<file path="config.mk">
export PLATFORM = sky130hd
export DESIGN_NAME = pfd_top
export DESIGN_NICKNAME = d
export VERILOG_FILES = /design/src/core/pfd_pkg.sv /design/src/core/pfd_dt_if.sv /design/src/core/pfd_dt_pair.sv /design/src/core/pfd_top.sv
export SDC_FILE = /design/constraint.sdc
export NUM_CORES = 1
export LEC_CHECK = 0
export BUFFER_PORTS_ARGS = -buffer_cell sky130_fd_sc_hd__clkbuf_2
export CORE_ASPECT_RATIO = 1.4
export CORE_MARGIN = 1.5
export CORE_UTILIZATION = 40
export CTS_BUF_LIST = sky130_fd_sc_hd__clkbuf_16
export DETAILED_ROUTE_END_ITERATION = 8
export SLEW_MARGIN = 25
export SYNTH_ARGS = -nofsm -noshare
export SYNTH_HDL_FRONTEND = slang
export SYNTH_SLANG_ARGS = --single-unit
</file>
<file path="constraint.sdc">
create_clock -name aclk -period 2.6 [get_ports aclk]
set_input_delay 0.13 -clock aclk [delete_from_list [all_inputs] [get_ports aclk]]
set_output_delay 0.13 -clock aclk [all_outputs]
set_load 0.01 [all_outputs]
</file>
<file path="src/core/pfd_pkg.sv">
// Purpose: Shared constants for the fault, dead-time and output driver block
// Assumes: 32-bit AXI4-Lite register bus, 200 MHz clock
// Notes: Field positions and codes are named here only
package pfd_pkg;
    // -------------------------------------------------------------
    // Register byte offsets
    // -------------------------------------------------------------
    localparam logic [7:0] PFD_FAULT_A_OFS = 8'h0c;
    localparam logic [7:0] PFD_FAULT_B_OFS = 8'h10;
    localparam logic [7:0] PFD_WEX_OFS = 8'h14;
    localparam logic [7:0] PFD_DRV_OFS = 8'h18;
    localparam logic [7:0] PFD_STAT_OFS = 8'h1c;
    localparam logic [31:0] PFD_RESET_VAL = 32'h0000_0000;
    // -------------------------------------------------------------
    // Fault control fields
    // -------------------------------------------------------------
    localparam int PFD_F_SRC_LO = 0;
    localparam int PFD_F_KEEP = 3;
    localparam int PFD_F_GATE = 4;
    localparam int PFD_F_BLANK_LO = 5;
    localparam int PFD_F_RESTART = 7;
    localparam int PFD_F_HALT_LO = 8;
    localparam int PFD_F_BLANKLEN_LO = 16;
    localparam int PFD_F_FILT_LO = 24;
    // Write mask of implemented fault control bits
    localparam logic [31:0] PFD_FAULT_MASK = 32'h0fff_7ffb;
    // -------------------------------------------------------------
    // Waveform extension and driver fields
    // -------------------------------------------------------------
    localparam int PFD_W_ROUTE_LO = 0;
    localparam int PFD_W_DTEN_LO = 8;
    localparam int PFD_W_DTLO_LO = 16;
    localparam int PFD_W_DTHI_LO = 24;
    localparam logic [31:0] PFD_WEX_MASK = 32'hffff_0f03;
    localparam int PFD_D_OVEN_LO = 0;
    localparam int PFD_D_OVLVL_LO = 8;
    localparam int PFD_D_INV_LO = 16;
    localparam int PFD_D_FILT0_LO = 24;
    localparam int PFD_D_FILT1_LO = 28;
    // -------------------------------------------------------------
    // Codes
    // -------------------------------------------------------------
    typedef enum logic [1:0] {
        PFD_HALT_NONE = 2'h0,
        PFD_HALT_HW = 2'h1,
        PFD_HALT_SW = 2'h2,
        PFD_HALT_ESC = 2'h3
    } pfd_halt_e;
    typedef enum logic [1:0] {
        PFD_BLK_START = 2'h0,
        PFD_BLK_RISE = 2'h1,
        PFD_BLK_FALL = 2'h2,
        PFD_BLK_BOTH = 2'h3
    } pfd_blank_e;
    typedef enum logic [1:0] {
        PFD_SRC_OFF = 2'h0,
        PFD_SRC_EVT = 2'h1,
        PFD_SRC_INV = 2'h2,
        PFD_SRC_ALT = 2'h3
    } pfd_src_e;
    localparam logic [1:0] PFD_RESP_OKAY = 2'h0;
    localparam logic [1:0] PFD_RESP_SLVERR = 2'h2;
endpackage

</file>
<file path="src/core/pfd_dt_if.sv">
// Purpose: Carrier between the top and the dead-time pair module
// Assumes: One clock domain
// Notes: Top drives counts and input; pair drives the two sides
`timescale 1ns/1ps
interface pfd_dt_if;
    logic en;
    logic wave_in;
    logic [7:0] low_count;
    logic [7:0] high_count;
    logic low_side;
    logic high_side;
    modport ctl (output en, wave_in, low_count, high_count,
                 input low_side, high_side);
    modport pair (input en, wave_in, low_count, high_count,
                  output low_side, high_side);
endinterface

</file>
<file path="src/core/pfd_dt_pair.sv">
// Purpose: Dead-time generator for one complementary output pair
// Assumes: Counts are in aclk cycles
// Notes: Rising edge of each side is delayed by that side's count
`timescale 1ns/1ps
module pfd_dt_pair (
    input wire logic aclk,
    input wire logic aresetn,
    pfd_dt_if.pair dt
);
    import pfd_pkg::*;

    logic [7:0] cnt_reg, cnt_next;
    logic prev_reg, prev_next;
    logic low_reg, low_next, high_reg, high_next;

    // -------------------------------------------------------------
    // Next state: restart count on each input change
    // -------------------------------------------------------------
    always_comb begin
        prev_next = dt.wave_in;
        cnt_next = cnt_reg;
        low_next = 1'b0;
        high_next = 1'b0;
        if (dt.en) begin
            if (dt.wave_in != prev_reg) begin
                cnt_next = 8'h00;
            end else if (cnt_reg != 8'hff) begin
                cnt_next = cnt_reg + 8'h01;
            end
            // Both sides off until the count runs out
            if (dt.wave_in == prev_reg) begin
                high_next = dt.wave_in && (cnt_reg >= dt.high_count);
                low_next = !dt.wave_in && (cnt_reg >= dt.low_count);
            end
        end
    end

    // Registers
    always_ff @(posedge aclk) begin
        if (!aresetn) begin
            cnt_reg <= 8'h00;
            prev_reg <= 1'b0;
            low_reg <= 1'b0;
            high_reg <= 1'b0;
        end else begin
            cnt_reg <= cnt_next;
            prev_reg <= prev_next;
            low_reg <= low_next;
            high_reg <= high_next;
        end
    end

    assign dt.low_side = low_reg;
    assign dt.high_side = high_reg;

    a_dt_no_overlap: assert property (@(posedge aclk) disable iff (!aresetn)
        !(low_reg && high_reg)) else $error("both sides active");
    a_dt_high_delay: assert property (@(posedge aclk) disable iff (!aresetn)
        $rose(high_reg) |-> cnt_reg > dt.high_count || dt.high_count == 8'hff
        || $past(cnt_reg) >= dt.high_count)
        else $error("high side rose early");
endmodule

</file>
<file path="src/core/pfd_top.sv">
// Purpose: Fault handling, dead time and output driver of a PWM timer
// Assumes: Waveform, compare and cycle inputs come from the counter core
// Notes: Event and fault inputs are synchronised by two flip-flops
//
// Overview of operation
// - Halt field selects none, hardware, software, escalate.
// - Resume bit enables restart action per fault.
// - Blanking starts at period, rise, fall, toggle.
// - Qualification ignores fault while compare output inactive.
// - Hold keeps fault state until cycle end.
// - Source: off, event, inverted event, other fault.
// - High-side dead time from upper byte.
// - Low-side dead time from bits 23:16.
// - Enabled pair drives x low, x+half high.
// - Routing select chooses waveform-to-pin mapping.
// - Four-bit filters on both non-recoverable inputs.
// - Invert bit inverts its waveform output.
// - Overridden output forced to override level.
// - Override enable picks outputs replaced under fault.
// - Blanking masks fault for programmed count.
// - Option: tri-state or drive override level.
`timescale 1ns/1ps
module pfd_top #(
    parameter int NOUT = 8,
    parameter int NPAIR = 4
) (
    input wire logic aclk,
    input wire logic aresetn,
    input wire logic [7:0] s_axi_awaddr,
    input wire logic s_axi_awvalid,
    output logic s_axi_awready,
    input wire logic [31:0] s_axi_wdata,
    input wire logic [3:0] s_axi_wstrb,
    input wire logic s_axi_wvalid,
    output logic s_axi_wready,
    output logic [1:0] s_axi_bresp,
    output logic s_axi_bvalid,
    input wire logic s_axi_bready,
    input wire logic [7:0] s_axi_araddr,
    input wire logic s_axi_arvalid,
    output logic s_axi_arready,
    output logic [31:0] s_axi_rdata,
    output logic [1:0] s_axi_rresp,
    output logic s_axi_rvalid,
    input wire logic s_axi_rready,
    input wire logic [NOUT-1:0] wave_gen,
    input wire logic [1:0] compare_output_level,
    input wire logic cycle_start,
    input wire logic cycle_end,
    input wire logic [1:0] channel_event_input,
    input wire logic timer_event_input_0,
    input wire logic timer_event_input_1,
    input wire logic nonrecov_drive_mode,
    output logic [NOUT-1:0] waveform_output,
    output logic [NOUT-1:0] waveform_output_oe_n,
    output logic [1:0] fault_active,
    output logic [1:0] fault_restart,
    output logic [1:0] fault_hw_halt,
    output logic [1:0] fault_sw_halt,
    output logic nonrecov_fault
);
    import pfd_pkg::*;

    // -------------------------------------------------------------
    // Register file and AXI4-Lite slave
    // -------------------------------------------------------------
    logic [31:0] fctl_reg [2];
    logic [31:0] fctl_next [2];
    logic [31:0] wex_reg, wex_next, drv_reg, drv_next;
    logic aw_reg, aw_next, w_reg, w_next, bv_reg, bv_next;
    logic [7:0] awa_reg, awa_next;
    logic [31:0] wd_reg, wd_next;
    logic [3:0] ws_reg, ws_next;
    logic [1:0] br_reg, br_next, rr_reg, rr_next;
    logic rv_reg, rv_next;
    logic [31:0] rd_reg, rd_next;
    logic [31:0] wmask;
    logic [31:0] status;

    function automatic logic [31:0] merge(input logic [31:0] old,
                                          input logic [31:0] val,
                                          input logic [3:0] be,
                                          input logic [31:0] msk);
        logic [31:0] r;
        r = old;
        for (int i = 0; i < 4; i++) begin
            if (be[i]) r[i*8 +: 8] = val[i*8 +: 8];
        end
        return r & msk;
    endfunction

    // Capture address and data in either order, then answer
    always_comb begin
        aw_next = aw_reg;
        w_next = w_reg;
        awa_next = awa_reg;
        wd_next = wd_reg;
        ws_next = ws_reg;
        bv_next = bv_reg;
        br_next = br_reg;
        fctl_next = fctl_reg;
        wex_next = wex_reg;
        drv_next = drv_reg;
        wmask = 32'h0000_0000;
        if (s_axi_awvalid && s_axi_awready) begin
            aw_next = 1'b1;
            awa_next = s_axi_awaddr;
        end
        if (s_axi_wvalid && s_axi_wready) begin
            w_next = 1'b1;
            wd_next = s_axi_wdata;
            ws_next = s_axi_wstrb;
        end
        if (s_axi_bvalid && s_axi_bready) begin
            bv_next = 1'b0;
        end
        if (aw_reg && w_reg && !bv_reg) begin
            aw_next = 1'b0;
            w_next = 1'b0;
            bv_next = 1'b1;
            br_next = PFD_RESP_OKAY;
            if (awa_reg == PFD_FAULT_A_OFS) begin
                fctl_next[0] = merge(fctl_reg[0], wd_reg, ws_reg,
                                     PFD_FAULT_MASK);
            end else if (awa_reg == PFD_FAULT_B_OFS) begin
                fctl_next[1] = merge(fctl_reg[1], wd_reg, ws_reg,
                                     PFD_FAULT_MASK);
            end else if (awa_reg == PFD_WEX_OFS) begin
                wex_next = merge(wex_reg, wd_reg, ws_reg, PFD_WEX_MASK);
            end else if (awa_reg == PFD_DRV_OFS) begin
                wmask = ~32'h0000_0000;
                drv_next = merge(drv_reg, wd_reg, ws_reg, wmask);
            end else if (awa_reg == PFD_STAT_OFS) begin
                br_next = PFD_RESP_OKAY;
            end else begin
                br_next = PFD_RESP_SLVERR;
            end
        end
    end

    // Read channel: one cycle answer
    always_comb begin
        rv_next = rv_reg;
        rd_next = rd_reg;
        rr_next = rr_reg;
        if (s_axi_rvalid && s_axi_rready) begin
            rv_next = 1'b0;
        end
        if (s_axi_arvalid && s_axi_arready) begin
            rv_next = 1'b1;
            rr_next = PFD_RESP_OKAY;
            if (s_axi_araddr == PFD_FAULT_A_OFS) begin
                rd_next = fctl_reg[0];
            end else if (s_axi_araddr == PFD_FAULT_B_OFS) begin
                rd_next = fctl_reg[1];
            end else if (s_axi_araddr == PFD_WEX_OFS) begin
                rd_next = wex_reg;
            end else if (s_axi_araddr == PFD_DRV_OFS) begin
                rd_next = drv_reg;
            end else if (s_axi_araddr == PFD_STAT_OFS) begin
                rd_next = status;
            end else begin
                rd_next = 32'h0000_0000;
                rr_next = PFD_RESP_SLVERR;
            end
        end
    end

    always_ff @(posedge aclk) begin
        if (!aresetn) begin
            aw_reg <= 1'b0;
            w_reg <= 1'b0;
            awa_reg <= 8'h00;
            wd_reg <= PFD_RESET_VAL;
            ws_reg <= 4'h0;
            bv_reg <= 1'b0;
            br_reg <= PFD_RESP_OKAY;
            fctl_reg[0] <= PFD_RESET_VAL;
            fctl_reg[1] <= PFD_RESET_VAL;
            wex_reg <= PFD_RESET_VAL;
            drv_reg <= PFD_RESET_VAL;
            rv_reg <= 1'b0;
            rd_reg <= PFD_RESET_VAL;
            rr_reg <= PFD_RESP_OKAY;
        end else begin
            aw_reg <= aw_next;
            w_reg <= w_next;
            awa_reg <= awa_next;
            wd_reg <= wd_next;
            ws_reg <= ws_next;
            bv_reg <= bv_next;
            br_reg <= br_next;
            fctl_reg <= fctl_next;
            wex_reg <= wex_next;
            drv_reg <= drv_next;
            rv_reg <= rv_next;
            rd_reg <= rd_next;
            rr_reg <= rr_next;
        end
    end

    assign s_axi_awready = !aw_reg && !bv_reg;
    assign s_axi_wready = !w_reg && !bv_reg;
    assign s_axi_bvalid = bv_reg;
    assign s_axi_bresp = br_reg;
    assign s_axi_arready = !rv_reg;
    assign s_axi_rvalid = rv_reg;
    assign s_axi_rdata = rd_reg;
    assign s_axi_rresp = rr_reg;

    // -------------------------------------------------------------
    // Input synchronisers and non-recoverable filters
    // -------------------------------------------------------------
    logic [3:0] s1_reg, s2_reg;
    logic [1:0] hard_in;
    logic [3:0] flt_reg [2];
    logic [3:0] flt_next [2];
    logic [1:0] hard_reg, hard_next;

    always_ff @(posedge aclk) begin
        if (!aresetn) begin
            s1_reg <= 4'h0;
            s2_reg <= 4'h0;
        end else begin
            s1_reg <= {timer_event_input_1, timer_event_input_0,
                       channel_event_input};
            s2_reg <= s1_reg;
        end
    end
    assign hard_in = s2_reg[3:2];

    // Input must stay stable for filter+1 cycles to change
    always_comb begin
        for (int n = 0; n < 2; n++) begin
            logic [3:0] lim;
            lim = (n == 0) ? drv_reg[PFD_D_FILT0_LO +: 4]
                           : drv_reg[PFD_D_FILT1_LO +: 4];
            flt_next[n] = 4'h0;
            hard_next[n] = hard_reg[n];
            if (hard_in[n] != hard_reg[n]) begin
                if (flt_reg[n] >= lim) begin
                    hard_next[n] = hard_in[n];
                end else begin
                    flt_next[n] = flt_reg[n] + 4'h1;
                end
            end
        end
    end

    always_ff @(posedge aclk) begin
        if (!aresetn) begin
            flt_reg[0] <= 4'h0;
            flt_reg[1] <= 4'h0;
            hard_reg <= 2'b00;
        end else begin
            flt_reg <= flt_next;
            hard_reg <= hard_next;
        end
    end

    // -------------------------------------------------------------
    // Recoverable faults A and B
    // -------------------------------------------------------------
    logic [1:0] fst_reg, fst_next, prevf_reg, prevf_next;
    logic [7:0] blk_reg [2];
    logic [7:0] blk_next [2];
    logic [1:0] cmp_prev_reg;
    logic [1:0] esc;

    always_comb begin
        prevf_next = prevf_reg;
        if (cycle_end) prevf_next = fst_reg;
        for (int n = 0; n < 2; n++) begin
            logic [31:0] c;
            logic raw, edge_hit, rise, fall;
            c = fctl_reg[n];
            rise = compare_output_level[n] && !cmp_prev_reg[n];
            fall = !compare_output_level[n] && cmp_prev_reg[n];
            // Source selection
            case (pfd_src_e'(c[PFD_F_SRC_LO +: 2]))
                PFD_SRC_EVT: raw = s2_reg[n];
                PFD_SRC_INV: raw = !s2_reg[n];
                PFD_SRC_ALT: raw = prevf_reg[1-n];
                default: raw = 1'b0;
            endcase
            // Qualification gate on inactive compare level
            if (c[PFD_F_GATE] && !compare_output_level[n]) raw = 1'b0;
            // Blanking start point
            case (pfd_blank_e'(c[PFD_F_BLANK_LO +: 2]))
                PFD_BLK_START: edge_hit = cycle_start;
                PFD_BLK_RISE: edge_hit = rise;
                PFD_BLK_FALL: edge_hit = fall;
                default: edge_hit = rise || fall;
            endcase
            // Blanking window counts down
            blk_next[n] = blk_reg[n];
            if (edge_hit) begin
                blk_next[n] = c[PFD_F_BLANKLEN_LO +: 8];
            end else if (blk_reg[n] != 8'h00) begin
                blk_next[n] = blk_reg[n] - 8'h01;
            end
            if (blk_reg[n] != 8'h00 || (edge_hit &&
                c[PFD_F_BLANKLEN_LO +: 8] != 8'h00)) raw = 1'b0;
            // Hold until cycle end or follow the input
            if (raw) begin
                fst_next[n] = 1'b1;
            end else if (!c[PFD_F_KEEP] || cycle_end) begin
                fst_next[n] = 1'b0;
            end else begin
                fst_next[n] = fst_reg[n];
            end
        end
    end

    always_ff @(posedge aclk) begin
        if (!aresetn) begin
            fst_reg <= 2'b00;
            prevf_reg <= 2'b00;
            cmp_prev_reg <= 2'b00;
            blk_reg[0] <= 8'h00;
            blk_reg[1] <= 8'h00;
        end else begin
            fst_reg <= fst_next;
            prevf_reg <= prevf_next;
            cmp_prev_reg <= compare_output_level;
            blk_reg <= blk_next;
        end
    end

    // Halt and restart actions per fault
    generate
        for (genvar n = 0; n < 2; n++) begin : g_act
            pfd_halt_e h;
            assign h = pfd_halt_e'(fctl_reg[n][PFD_F_HALT_LO +: 2]);
            assign fault_hw_halt[n] = fst_reg[n] && h == PFD_HALT_HW;
            assign fault_sw_halt[n] = fst_reg[n] && h == PFD_HALT_SW;
            assign esc[n] = fst_reg[n] && h == PFD_HALT_ESC;
            assign fault_restart[n] = fctl_reg[n][PFD_F_RESTART] &&
                                      fst_reg[n] && !fst_next[n];
        end
    endgenerate
    assign fault_active = fst_reg;
    assign nonrecov_fault = |hard_reg || |esc;
    assign status = {29'h0, nonrecov_fault, fst_reg};

    a_keep_holds: assert property (@(posedge aclk) disable iff (!aresetn)
        fst_reg[0] && fctl_reg[0][PFD_F_KEEP] && !cycle_end
        |=> fst_reg[0]) else $error("fault released before cycle end");
    a_src_off: assert property (@(posedge aclk) disable iff (!aresetn)
        fctl_reg[0][PFD_F_SRC_LO +: 2] == 2'h0 && !fctl_reg[0][PFD_F_KEEP]
        ##1 fctl_reg[0][PFD_F_SRC_LO +: 2] == 2'h0 |-> !fst_reg[0])
        else $error("disabled source set fault");

    // -------------------------------------------------------------
    // Routing, dead time, inversion and override
    // -------------------------------------------------------------
    logic [NOUT-1:0] routed, dt_out, drv_val;
    logic [NOUT-1:0] out_reg, out_next, oen_reg, oen_next;

    // Routing select; code 1 rotates, code 2 copies bit 0 to all, code 3 copies bit 1 into bit 0
    always_comb begin
        case (wex_reg[PFD_W_ROUTE_LO +: 2])
            2'h1: routed = {wave_gen[NOUT-2:0], wave_gen[NOUT-1]};
            2'h2: routed = {NOUT{wave_gen[0]}};
            2'h3: routed = {wave_gen[NOUT-1:1], wave_gen[1]};
            default: routed = wave_gen;
        endcase
    end

    generate
        for (genvar p = 0; p < NPAIR; p++) begin : g_dt
            pfd_dt_if dti ();
            assign dti.en = wex_reg[PFD_W_DTEN_LO + p];
            assign dti.wave_in = routed[p];
            assign dti.high_count = wex_reg[PFD_W_DTHI_LO +: 8];
            assign dti.low_count = wex_reg[PFD_W_DTLO_LO +: 8];
            pfd_dt_pair u_pair (
                .aclk(aclk),
                .aresetn(aresetn),
                .dt(dti.pair)
            );
            // Pair x drives low side at x, high at x+half
            assign dt_out[p] = dti.en ? dti.low_side : routed[p];
            assign dt_out[p+NPAIR] = dti.en ? dti.high_side
                                            : routed[p+NPAIR];
        end
    endgenerate

    // Inversion, then override under non-recoverable fault
    always_comb begin
        drv_val = dt_out ^ drv_reg[PFD_D_INV_LO +: NOUT];
        out_next = drv_val;
        oen_next = {NOUT{1'b0}};
        for (int i = 0; i < NOUT; i++) begin
            if (nonrecov_fault && drv_reg[PFD_D_OVEN_LO + i]) begin
                out_next[i] = drv_reg[PFD_D_OVLVL_LO + i];
                oen_next[i] = !nonrecov_drive_mode;
            end
        end
    end

    always_ff @(posedge aclk) begin
        if (!aresetn) begin
            out_reg <= {NOUT{1'b0}};
            oen_reg <= {NOUT{1'b0}};
        end else begin
            out_reg <= out_next;
            oen_reg <= oen_next;
        end
    end
    assign waveform_output = out_reg;
    assign waveform_output_oe_n = oen_reg;

    a_override_lvl: assert property (@(posedge aclk) disable iff (!aresetn)
        nonrecov_fault && drv_reg[PFD_D_OVEN_LO] |=>
        waveform_output[0] == $past(drv_reg[PFD_D_OVLVL_LO]))
        else $error("override level wrong");
    a_invert_out: assert property (@(posedge aclk) disable iff (!aresetn)
        !nonrecov_fault && !wex_reg[PFD_W_DTEN_LO] &&
        wex_reg[PFD_W_ROUTE_LO +: 2] == 2'h0 |=>
        waveform_output[0] == ($past(wave_gen[0]) ^
        $past(drv_reg[PFD_D_INV_LO]))) else $error("inversion wrong");
    a_tristate_opt: assert property (@(posedge aclk) disable iff (!aresetn)
        nonrecov_fault && drv_reg[PFD_D_OVEN_LO] && !nonrecov_drive_mode
        |=> waveform_output_oe_n[0]) else $error("no tri-state");
    a_no_override: assert property (@(posedge aclk) disable iff (!aresetn)
        !drv_reg[PFD_D_OVEN_LO] |=> !waveform_output_oe_n[0])
        else $error("disabled output overridden");
endmodule

</file>
==> After elaboration in Yosys (flattened, before gate mapping) <==
Index checks and enable logic that the tools add are counted.
Widths: inputs -> output; s select.
{ "totals": {"regBits": 290, "in_bits": 76} }
{ "classes": {"add_sub_neg": 8, "n_lt_le_gt_ge": 10, "eq_ne": 43, "mux": 60, "bitwise_logic": 7, "n_reduce_logical": 122} }
{ "ops": {"columns": ["op", "n"], "rows": [
  ["$mux 32", 4],
  ["$mux 8", 12],
  ["$eq 8x5->1 const B", 8],
  ["$ge 8x8->1", 8],
  ["$logic_and 1x1->1", 43],
  ["$add 8x1->8 const B", 4],
  ["$ne 8x8->1 const B", 4],
  ["$reduce_bool 8->1", 4],
  ["$mux 1", 28],
  ["$reduce_and 2->1", 14],
  ["$eq 2x2->1 const B", 12],
  ["$pmux 8 s3", 1],
  ["$reduce_and 3->1", 8],
  ["$reduce_and 6->1", 4],
  ["$mux 2", 10],
  ["$reduce_and 5->1", 4],
  ["$logic_not 1->1", 19],
  ["$eq 8x4->1 const B", 2],
  ["$reduce_and 4->1", 4],
  ["$reduce_bool 2->1", 8],
  ["$sub 8x1->8 const B", 2],
  ["$eq 2x1->1 const B", 7],
  ["$pmux 1 s3", 4],
  ["$add 4x1->4 const B", 2],
  ["10 further kinds", 34]
]} }

==> Logic depth before layout (Yosys ltp) <==
Gate-level depths: netlist (run 1).
{ "logic_depth": {"ltp_word": 10, "mapped_depth": 8, "ltp_nobuf": 7} }

==> Modules after synthesis <==
A second synthesis (run 1) with hierarchy kept.
{ "unflattened": {"cells_unflattened": 1644, "area_unflattened_um2": 14192.4} }
{ "modules_own_cells": {"columns": ["mod", "n_inst", "cells_each", "area_each_um2", "seq_area_each_um2"], "rows": [
  ["pfd_top", 1, 1196, 10528.8, 4884.7],
  ["pfd_dt_pair", 4, 112, 915.9, 220.2]
]} }

==> Least setup slack after synthesis (run 1) <==
OpenSTA, ideal clock, no wires.
{ "synth_path": {"kind": "flip-flop to flip-flop", "start": "reg wex_reg[0]", "end": "reg g_dt[2].u_pair.cnt_reg[4]", "setup_ps": 121, "arrival_time_ps": 1862, "required_ps": 2479, "slack_ps": 617, "path_stages_with_launch": 7, "path_buffers": 1, "synth_period_minus_slack_ps": 1983, "cell_sequence": "dfxtp_1 -> mux2i_1 -> nor3b_1 -> or3_1 -> buf_2 -> a2111oi_2 -> mux2_2"} }
{ "synth_via": {"elab_chain_len": 5, "elab_cells_between_ends": 8, "classes_between": "4 x eq/ne; 2 x mux; 2 x reduce/logical"} }
{ "synth_rtl": {"columns": ["item", "line", "rtl"], "rows": [
  ["start: declaration", "pfd_top.sv:69", "logic [31:0] wex_reg, wex_next, drv_reg, drv_next;"],
  ["start signal: assignment", "pfd_top.sv:194", "wex_reg <= wex_next;"],
  ["$eq 2x2->1 or $eq 2x1->1 (tied branches)", "pfd_top.sv:362", "case (wex_reg[PFD_W_ROUTE_LO +: 2])"],
  ["$pmux 8 s3 (*)", "pfd_top.sv:362", null],
  ["$ne 1x1->1 (*)", "pfd_dt_pair.sv:25", "if (dt.wave_in != prev_reg) begin"],
  ["$reduce_bool 2->1 (no source line)", null, null],
  ["$reduce_and 2->1 (no source line)", null, null],
  ["end signal: assignment", "pfd_dt_pair.sv:46", "cnt_reg <= cnt_next;"],
  ["end: declaration", "pfd_dt_pair.sv:12", "logic [7:0] cnt_reg, cnt_next;"]
]} }
Mark *: on every way between the ends. The rest lies on a longest branch, timed or not.
A chain may end at the register's enable or synchronous reset.

==> Worst setup path after layout (run 1) <==
{ "layout_path": {"start": "reg cmp_prev_reg[0]", "end": "out fault_restart[0]"} }
{ "layout_via": {"elab_chain_len": 10, "elab_cells_between_ends": 11, "classes_between": "3 x mux; 8 x reduce/logical"} }
{ "layout_rtl": {"columns": ["item", "line", "rtl"], "rows": [
  ["start: declaration", "pfd_top.sv:267", "logic [1:0] cmp_prev_reg;"],
  ["start signal: assignment", "pfd_top.sv:325", "cmp_prev_reg <= compare_output_level;"],
  ["$logic_not 1->1", "pfd_top.sv:277", "rise = compare_output_level[n] && !cmp_prev_reg[n];"],
  ["$logic_and 1x1->1", "pfd_top.sv:277", null],
  ["$logic_or 1x1->1", "pfd_top.sv:293", "default: edge_hit = rise || fall;"],
  ["$pmux 1 s3 (*)", "pfd_top.sv:289", "case (pfd_blank_e'(c[PFD_F_BLANK_LO +: 2]))"],
  ["$logic_and 1x1->1 (*)", "pfd_top.sv:302", "if (blk_reg[n] != 8'h00 || (edge_hit &&"],
  ["$logic_or 1x1->1 (*)", "pfd_top.sv:302", null],
  ["$mux 1 (*)", "pfd_top.sv:302", null],
  ["$mux 1 (*)", "pfd_top.sv:305", "if (raw) begin"],
  ["$logic_not 1->1 (*)", "pfd_top.sv:339", "fst_reg[n] && !fst_next[n];"],
  ["$logic_and 1x1->1 (*)", "pfd_top.sv:339", null],
  ["end: declaration", "pfd_top.sv:57", "output logic [1:0] fault_restart,"]
]} }
Marked as above.

==> results.md, run 1 <==
* Vias in the first global route at around 12000
* Initial Utilization at between 40% and 50%
* Startpoint Class: register
* Final net count at between 2000 and 2500
* HP Class: input port to register
* Vias/cell at 5.34
* GR Util All Layers at 22.7%
* R2r setup slk at ~320 ps
* Worst skew pair latency at roughly 580 ps
* Initial DRC Count at around 840
* Residual DRC at 0
* TritonCTS clock tree: yes
* Worst hold stages at 4
* Die Ht at 225 um
* Core area at roughly 35000 sq um
* First-pass DRT Iterations at 5
* Final Util at 48.7%
* Synth Flop Type: dfxtp_1
* P&R area growth vs syn at 20.5%
* Origin of the worst min-delay path: s_axi_awvalid
* DIE AREA at roughly 36000 sq um
* Reg2reg end: g_dt[2].u_pair.cnt_reg[4]
* EDFF count, synth at 0
* Post-DP HPWL at between 30000 and 40000 um
* Commonest non-fill, non-tap cell in the layout: nand2_1
* Clock buffer depth at 3
* Period Utilization, post-route at a little over nine tenths
* Peak Freq at between 300 and 400 MHz
* Synth async-reset ratio at 0%
* Yosys Warn Count at 0
* Mapped Cells at between 1500 and 2000
* Grt total ovfl at 0
* RSZ-0062 raised after global routing: yes
* Cell variety after synth at 60
* Worst r2r src: wex_reg[0]
* # rows at 81
* CP Capture Type: output port
* Hold Crit Endpoint: awa_reg[5]
* PwrDens at about 600 nW/um^2
* Routability Congestion at just over 0.8
* H-tree levels at 1
* Post-DRT Antenna Nets at 0
* Avg Inst Size Synth at 8.42 sq um
* Pin slew with the least headroom to its limit at 850 ps
* Critical path class: register to output port
* R2R depth at 5
* Final Max Tran Viols at 0
* Leak at around 6.7 nW
* Hold WS at around 38 ps
* Area contributors post-synth: dfxtp_1 (41%), nand2_1 (8.7%), ha_1 (7.7%)
* Commonest cells after routing, fill and taps aside: nand2_1 (322), dfxtp_1 (287), a21oi_1 (174)
* Peak supply drop at 0.000570 V
* Crit path max fanout at 2
* Fin. Hold Viols at 0
* DIE WIDTH at 161 um
* Initial antenna violation count at 0
* Input/output buffers at about 140
* Min Tclk post-route at about 2500 ps
* CTS Root Buffer Type: clkbuf_16
* Num ports at roughly 140
* Synth area leader: dfxtp_1
* Diodes inserted at 0
* Post-synth top area share at about two fifths
* Sequential cell area fraction in the yosys report at between 40 and 50%
* Clock-pin slew on the worst setup and hold paths at ~60 ps
* Worst relative slew slack at a little over two fifths
* Max_cap viols at 0
* Max reg flops at 52
* Setup violators final at 0
* Outcome: completed
* Average wire per standard cell at 17.8 um
* Clock Sink Count at 288
* Layout cells sized above 1 at 14.9%
* FF+latch count, synth at around 290
* Wirelength, routed at 41300 um
* Vias at approximately 12000
* WP data arrival at 2410 ps
* Final clock skew at around 28 ps
* Num CTS Buffers at 29
* Mapped Area at approximately 14000 sq um
* Pin count of the biggest net entering global routing at 100
* Global-route wire length before repair at around 65000 um
* CP required at 2470 ps
-- cell usage after synthesis (24+ instances only) --
cell type and count:
ha_1 86, inv_1 52, nand3_1 70, a21oi_1 174, and2_1 34, nor2_1 86, nand2_1 324, o21ai_0 71
clkbuf_1 70, a211oi_1 25, mux2i_1 82, nand4_1 24, a22oi_1 24, dfxtp_1 288
-- critical path, stage by stage, from the launching register on --
cell	delay (ps)
dfxtp_2	340
ha_4	260
inv_2	30
mux4_2	520
a2111oi_4	300
buf_4	190
a211oi_4	50
buf_2	150
-- power by group --
part / leakage (nW) / total, mW / switching [mW] / internal [mW]
Clock: 0.470 / 4.19 / 1.85 / 2.34
Combinational: 3.90 / 1.25 / 0.688 / 0.566
Sequential: 2.34 / 4.73 / 0.174 / 4.55
Total: 6.71 / 10.2 / 2.71 / 7.46
-- kinds of logic after synthesis --
logic type               Yosys count  synth area share, %
AO/OA/AOI/OAI                    374                 16.1
buffers and inverters            144                 4.10
XOR/XNOR                          28                 1.75
multiplexers                     105                 8.10
other                              1               0.0267
AND/OR/NAND/NOR                  640                 21.2
flip-flops                       288                 41.1
adder cells (fa/ha/maj)           86                 7.67
-- layer usage --
metal  vias to the layer above  routed length (um)  global-route usage (%)
met5                         -                   0                       0
met4                         0                1400                    8.24
met1                      5859               17800                    28.5
met3                        74                1470                    2.14
li1                       6203                   -                       -
met2                       268               20600                    40.0
-- worst max-delay path by stage --
stage	startpoint	to	slack, ps	cells after the start
after floorplan	wex_reg[0]	g_dt[2].u_pair.cnt_reg[4]	620	6
after global placement	blk_reg[0]	fault_restart[1]	330	7
after detailed placement	blk_reg[0]	fault_restart[1]	120	7
after CTS	cmp_prev_reg[0]	fault_restart[0]	9	7
after global routing	blk_reg[8]	fault_restart[0]	-60	8
final	cmp_prev_reg[0]	fault_restart[0]	60	7
-- layout make-up --
class | instances | area, sq um
Clock inverter | 25 | 213
Multi-Input combinational cell | 1235 | 7810
Clock buffer | 29 | 726
Tap cell | 456 | 571
Inverter | 52 | 198
Timing Repair Buffer | 239 | 1630
Fill cell | 3365 | 17800
Sequential cell | 288 | 5770
-- stage by stage --
stage          setup WS, ps  instance area (sq um)  TNS (ps)  total power, mW  cells
2_1_floorplan           617                  14000         0             5.53   1667
3_3_place_gp            332                  15300         0             5.91   2207
3_5_place_dp            119                  15300         0             5.92   2207
4_1_cts                9.37                  16800         0             10.2   2321
5_1_grt               -61.2                  16900     -68.6             10.6   2324
6_report               55.6                  16900         0             10.2   2324
-- timing repair --
action | in CTS | in global routing
hold buffers | 59 | 0
setup buffers | 1 | 3
setup endpoints to repair | 2 | 2
pin swaps | 0 | 1
gates resized for setup | 9 | 9
hold endpoints to repair | 70 | 0
Note: power is estimated with default switching activity, not from simulation.
==> run 2: changes to the inputs <==
- CTS_BUF_LIST: sky130_fd_sc_hd__clkbuf_16 -> unset
==> results.md, run 2 (synthesis gave the netlist of run 1 again) <==
* DIE WIDTH at 161 um (unchanged)
* Power, Total at 10.3 mW (was 10.2 mW)
* DIE AREA at 36200 sq um (unchanged)
* Num ports at 142 (unchanged)
* CP Cell Sequence: ha_4 > inv_2 > mux4_2 > a2111oi_4 > buf_4 > a211oi_4 > buf_2 (unchanged)
* Final net count at 2007 (unchanged)
* Vias/cell at 5.35 (was 5.34)
* Commonest non-fill, non-tap cell in the layout: nand2_1 (unchanged)
* Commonest cells after routing, fill and taps aside: nand2_1 (322), dfxtp_1 (287), a21oi_1 (174) (unchanged)
* P&R area growth vs syn at 20.7% (was 20.5%)
* Vias at 12400 (about the same)
* Max_cap viols at 0 (unchanged)
* Bufs and invs on worst path at 3 (unchanged)
* Fin. Hold Viols at 0 (unchanged)
* Die Ht at 225 um (unchanged)
* Clock Sink Count at 288 (unchanged)
* Min Tclk post-route at 2550 ps (was 2540 ps)
* Post-DP HPWL at 30100 um (unchanged)
* Final Max Tran Viols at 0 (unchanged)
* Pin slew with the least headroom to its limit at 849 ps (was 850 ps)
* Setup TNS at 0 ps (unchanged)
* Input/output buffers at 139 (unchanged)
* Layout cells sized above 1 at 15.0% (was 14.9%)
* Initial Utilization at 40.4% (unchanged)
* Post-DRT Antenna Nets at 0 (unchanged)
* RSZ-0062 raised after global routing: yes (unchanged)
* Residual DRC at 0 (unchanged)
* Pin count of the biggest net entering global routing at 100 (unchanged)
* Worst setup margin at 53.9 ps (was 55.6 ps)
* TritonCTS clock tree: yes (unchanged)
* Clock-pin slew on the worst setup and hold paths at 60 ps (about the same)
* Vias in the first global route at 11900 (about the same)
* Final clock skew at 30.9 ps (was 28.4 ps)
* Initial antenna violation count at 0 (unchanged)
* Wirelength, routed at 41200 um (was 41300 um)
* PwrDens at 607 nW/um^2 (was 601 nW/um^2)
* Peak supply drop at 0.000572 V (was 0.000570 V)
* FF/Latch Area at 5770 sq um (unchanged)
* Clock buffer depth at 3 (unchanged)
* Initial DRC Count at 719 (was 838)
* Max reg flops at 52 (unchanged)
* Crit path largest cell delay at 520 ps (about the same)
* WP data arrival at 2420 ps (was 2410 ps)
* Multi-input gate area at 7810 sq um (unchanged)
* Grt total ovfl at 0 (unchanged)
* CP Capture Type: output port (unchanged)
* Critical path class: register to output port (unchanged)
* CTS Root Buffer Type: clkbuf_16 (unchanged)
* GR Util All Layers at 22.6% (was 22.7%)
* CP required at 2470 ps (about the same)
* H-tree levels at 1 (unchanged)
* Global-route wire length before repair at 64900 um (about the same)
* Routability Congestion at 0.831 (unchanged)
* # rows at 81 (unchanged)
* HP Class: input port to register (unchanged)
* Startpoint Class: register (unchanged)
* Leak at 6.70 nW (was 6.71 nW)
* Pre-CTS setup slack at 119 ps (unchanged)
* Average wire per standard cell at 17.7 um (was 17.8 um)
* Setup violators final at 0 (unchanged)
* Worst skew pair latency at 580 ps (about the same)
* Outcome: completed (unchanged)
* Num CTS Buffers at 29 (unchanged)
* Worst relative slew slack at 41.9% (about the same)
* Diodes inserted at 0 (unchanged)
* Period Utilization, post-route at 97.9% (about the same)
* First-pass DRT Iterations at 5 (unchanged)
* Peak Freq at 393 MHz (about the same)
* Worst path top cell family by delay: multiplexers (unchanged)
* Core area at 34800 sq um (unchanged)
* # fillers at 3365 (unchanged)
* Crit path max fanout at 2 (unchanged)
* Slowest CP cell: mux4_2 (unchanged)
==> run 2: cell count changes in the layout (fill, tap and decap cells not counted) <==
| cell | delta |
|---|---|
| clkbuf_1 | +6 |
| clkinv_1 | -3 |
| inv_1 | -6 |
| clkbuf_8 | +3 |
==> run 2: area by class of cell <==
| type | count | share of cell area [%] |
|---|---|---|
| clock buffers | 38 | 4.66 |
| flip-flops and latches | 288 | 34.0 |
| multi-input cells | 1235 | 46.1 |
| inverters | 52 | 1.17 |
| clock inverters | 16 | 1.06 |
| repair buffers | 239 | 9.64 |
| well taps | 456 | 3.37 |
==> run 2: through the flow <==
stage	utilization, %	instances	instance area [sq um]	hold slack [ps]
finish	48.7	2324	16900	35.3
global route	48.7	2324	16900	51.2
CTS	48.5	2321	16900	3.46
detailed placement	43.9	2207	15300	342
global placement	43.9	2207	15300	339
floorplan	-	1667	14000	257
==> run 2: timing repair <==
item                                    CTS  global route
buffers inserted                          1             3
resized for setup                         9             9
hold buffers                             59             0
endpoints found under the hold margin    70             0
endpoints found under the setup margin    2             2
pin swaps                                 0             1
==> run 2: final timing paths <==
path	startpoint	endpoint	slack, ps	cells after the start
worst max-delay path	cmp_prev_reg[0]	fault_restart[0]	50	7
worst min-delay path	wave_gen[1]	g_dt[1].u_pair.dt.low_side	40	3
worst max register to register	wex_reg[0]	g_dt[2].u_pair.cnt_reg[4]	300	5
worst min register to register	s1_reg[2]	s2_reg[2]	440	1
==> run 2: power breakdown <==
group	internal (mW)	leakage (nW)	switching, mW
combinational	0.566	3.90	0.690
sequential	4.55	2.34	0.173
clock	2.45	0.462	1.86
total	7.57	6.70	2.72
==> run 2: worst reg2reg max path, delay by kind of cell (launching register included) <==
family / cells / cell delay [ps]
compound gates: 1 / 350
flops: 1 / 500
mux: 2 / 730
simple gates: 2 / 590
==> run 2: layer usage <==
layer	track usage [%]	wire (um)	part of all wire [%]
met1	28.5	17800	43
met2	40.1	20500	50
met3	2.14	1520	3.7
met4	7.95	1310	3.2
met5	0	0	0
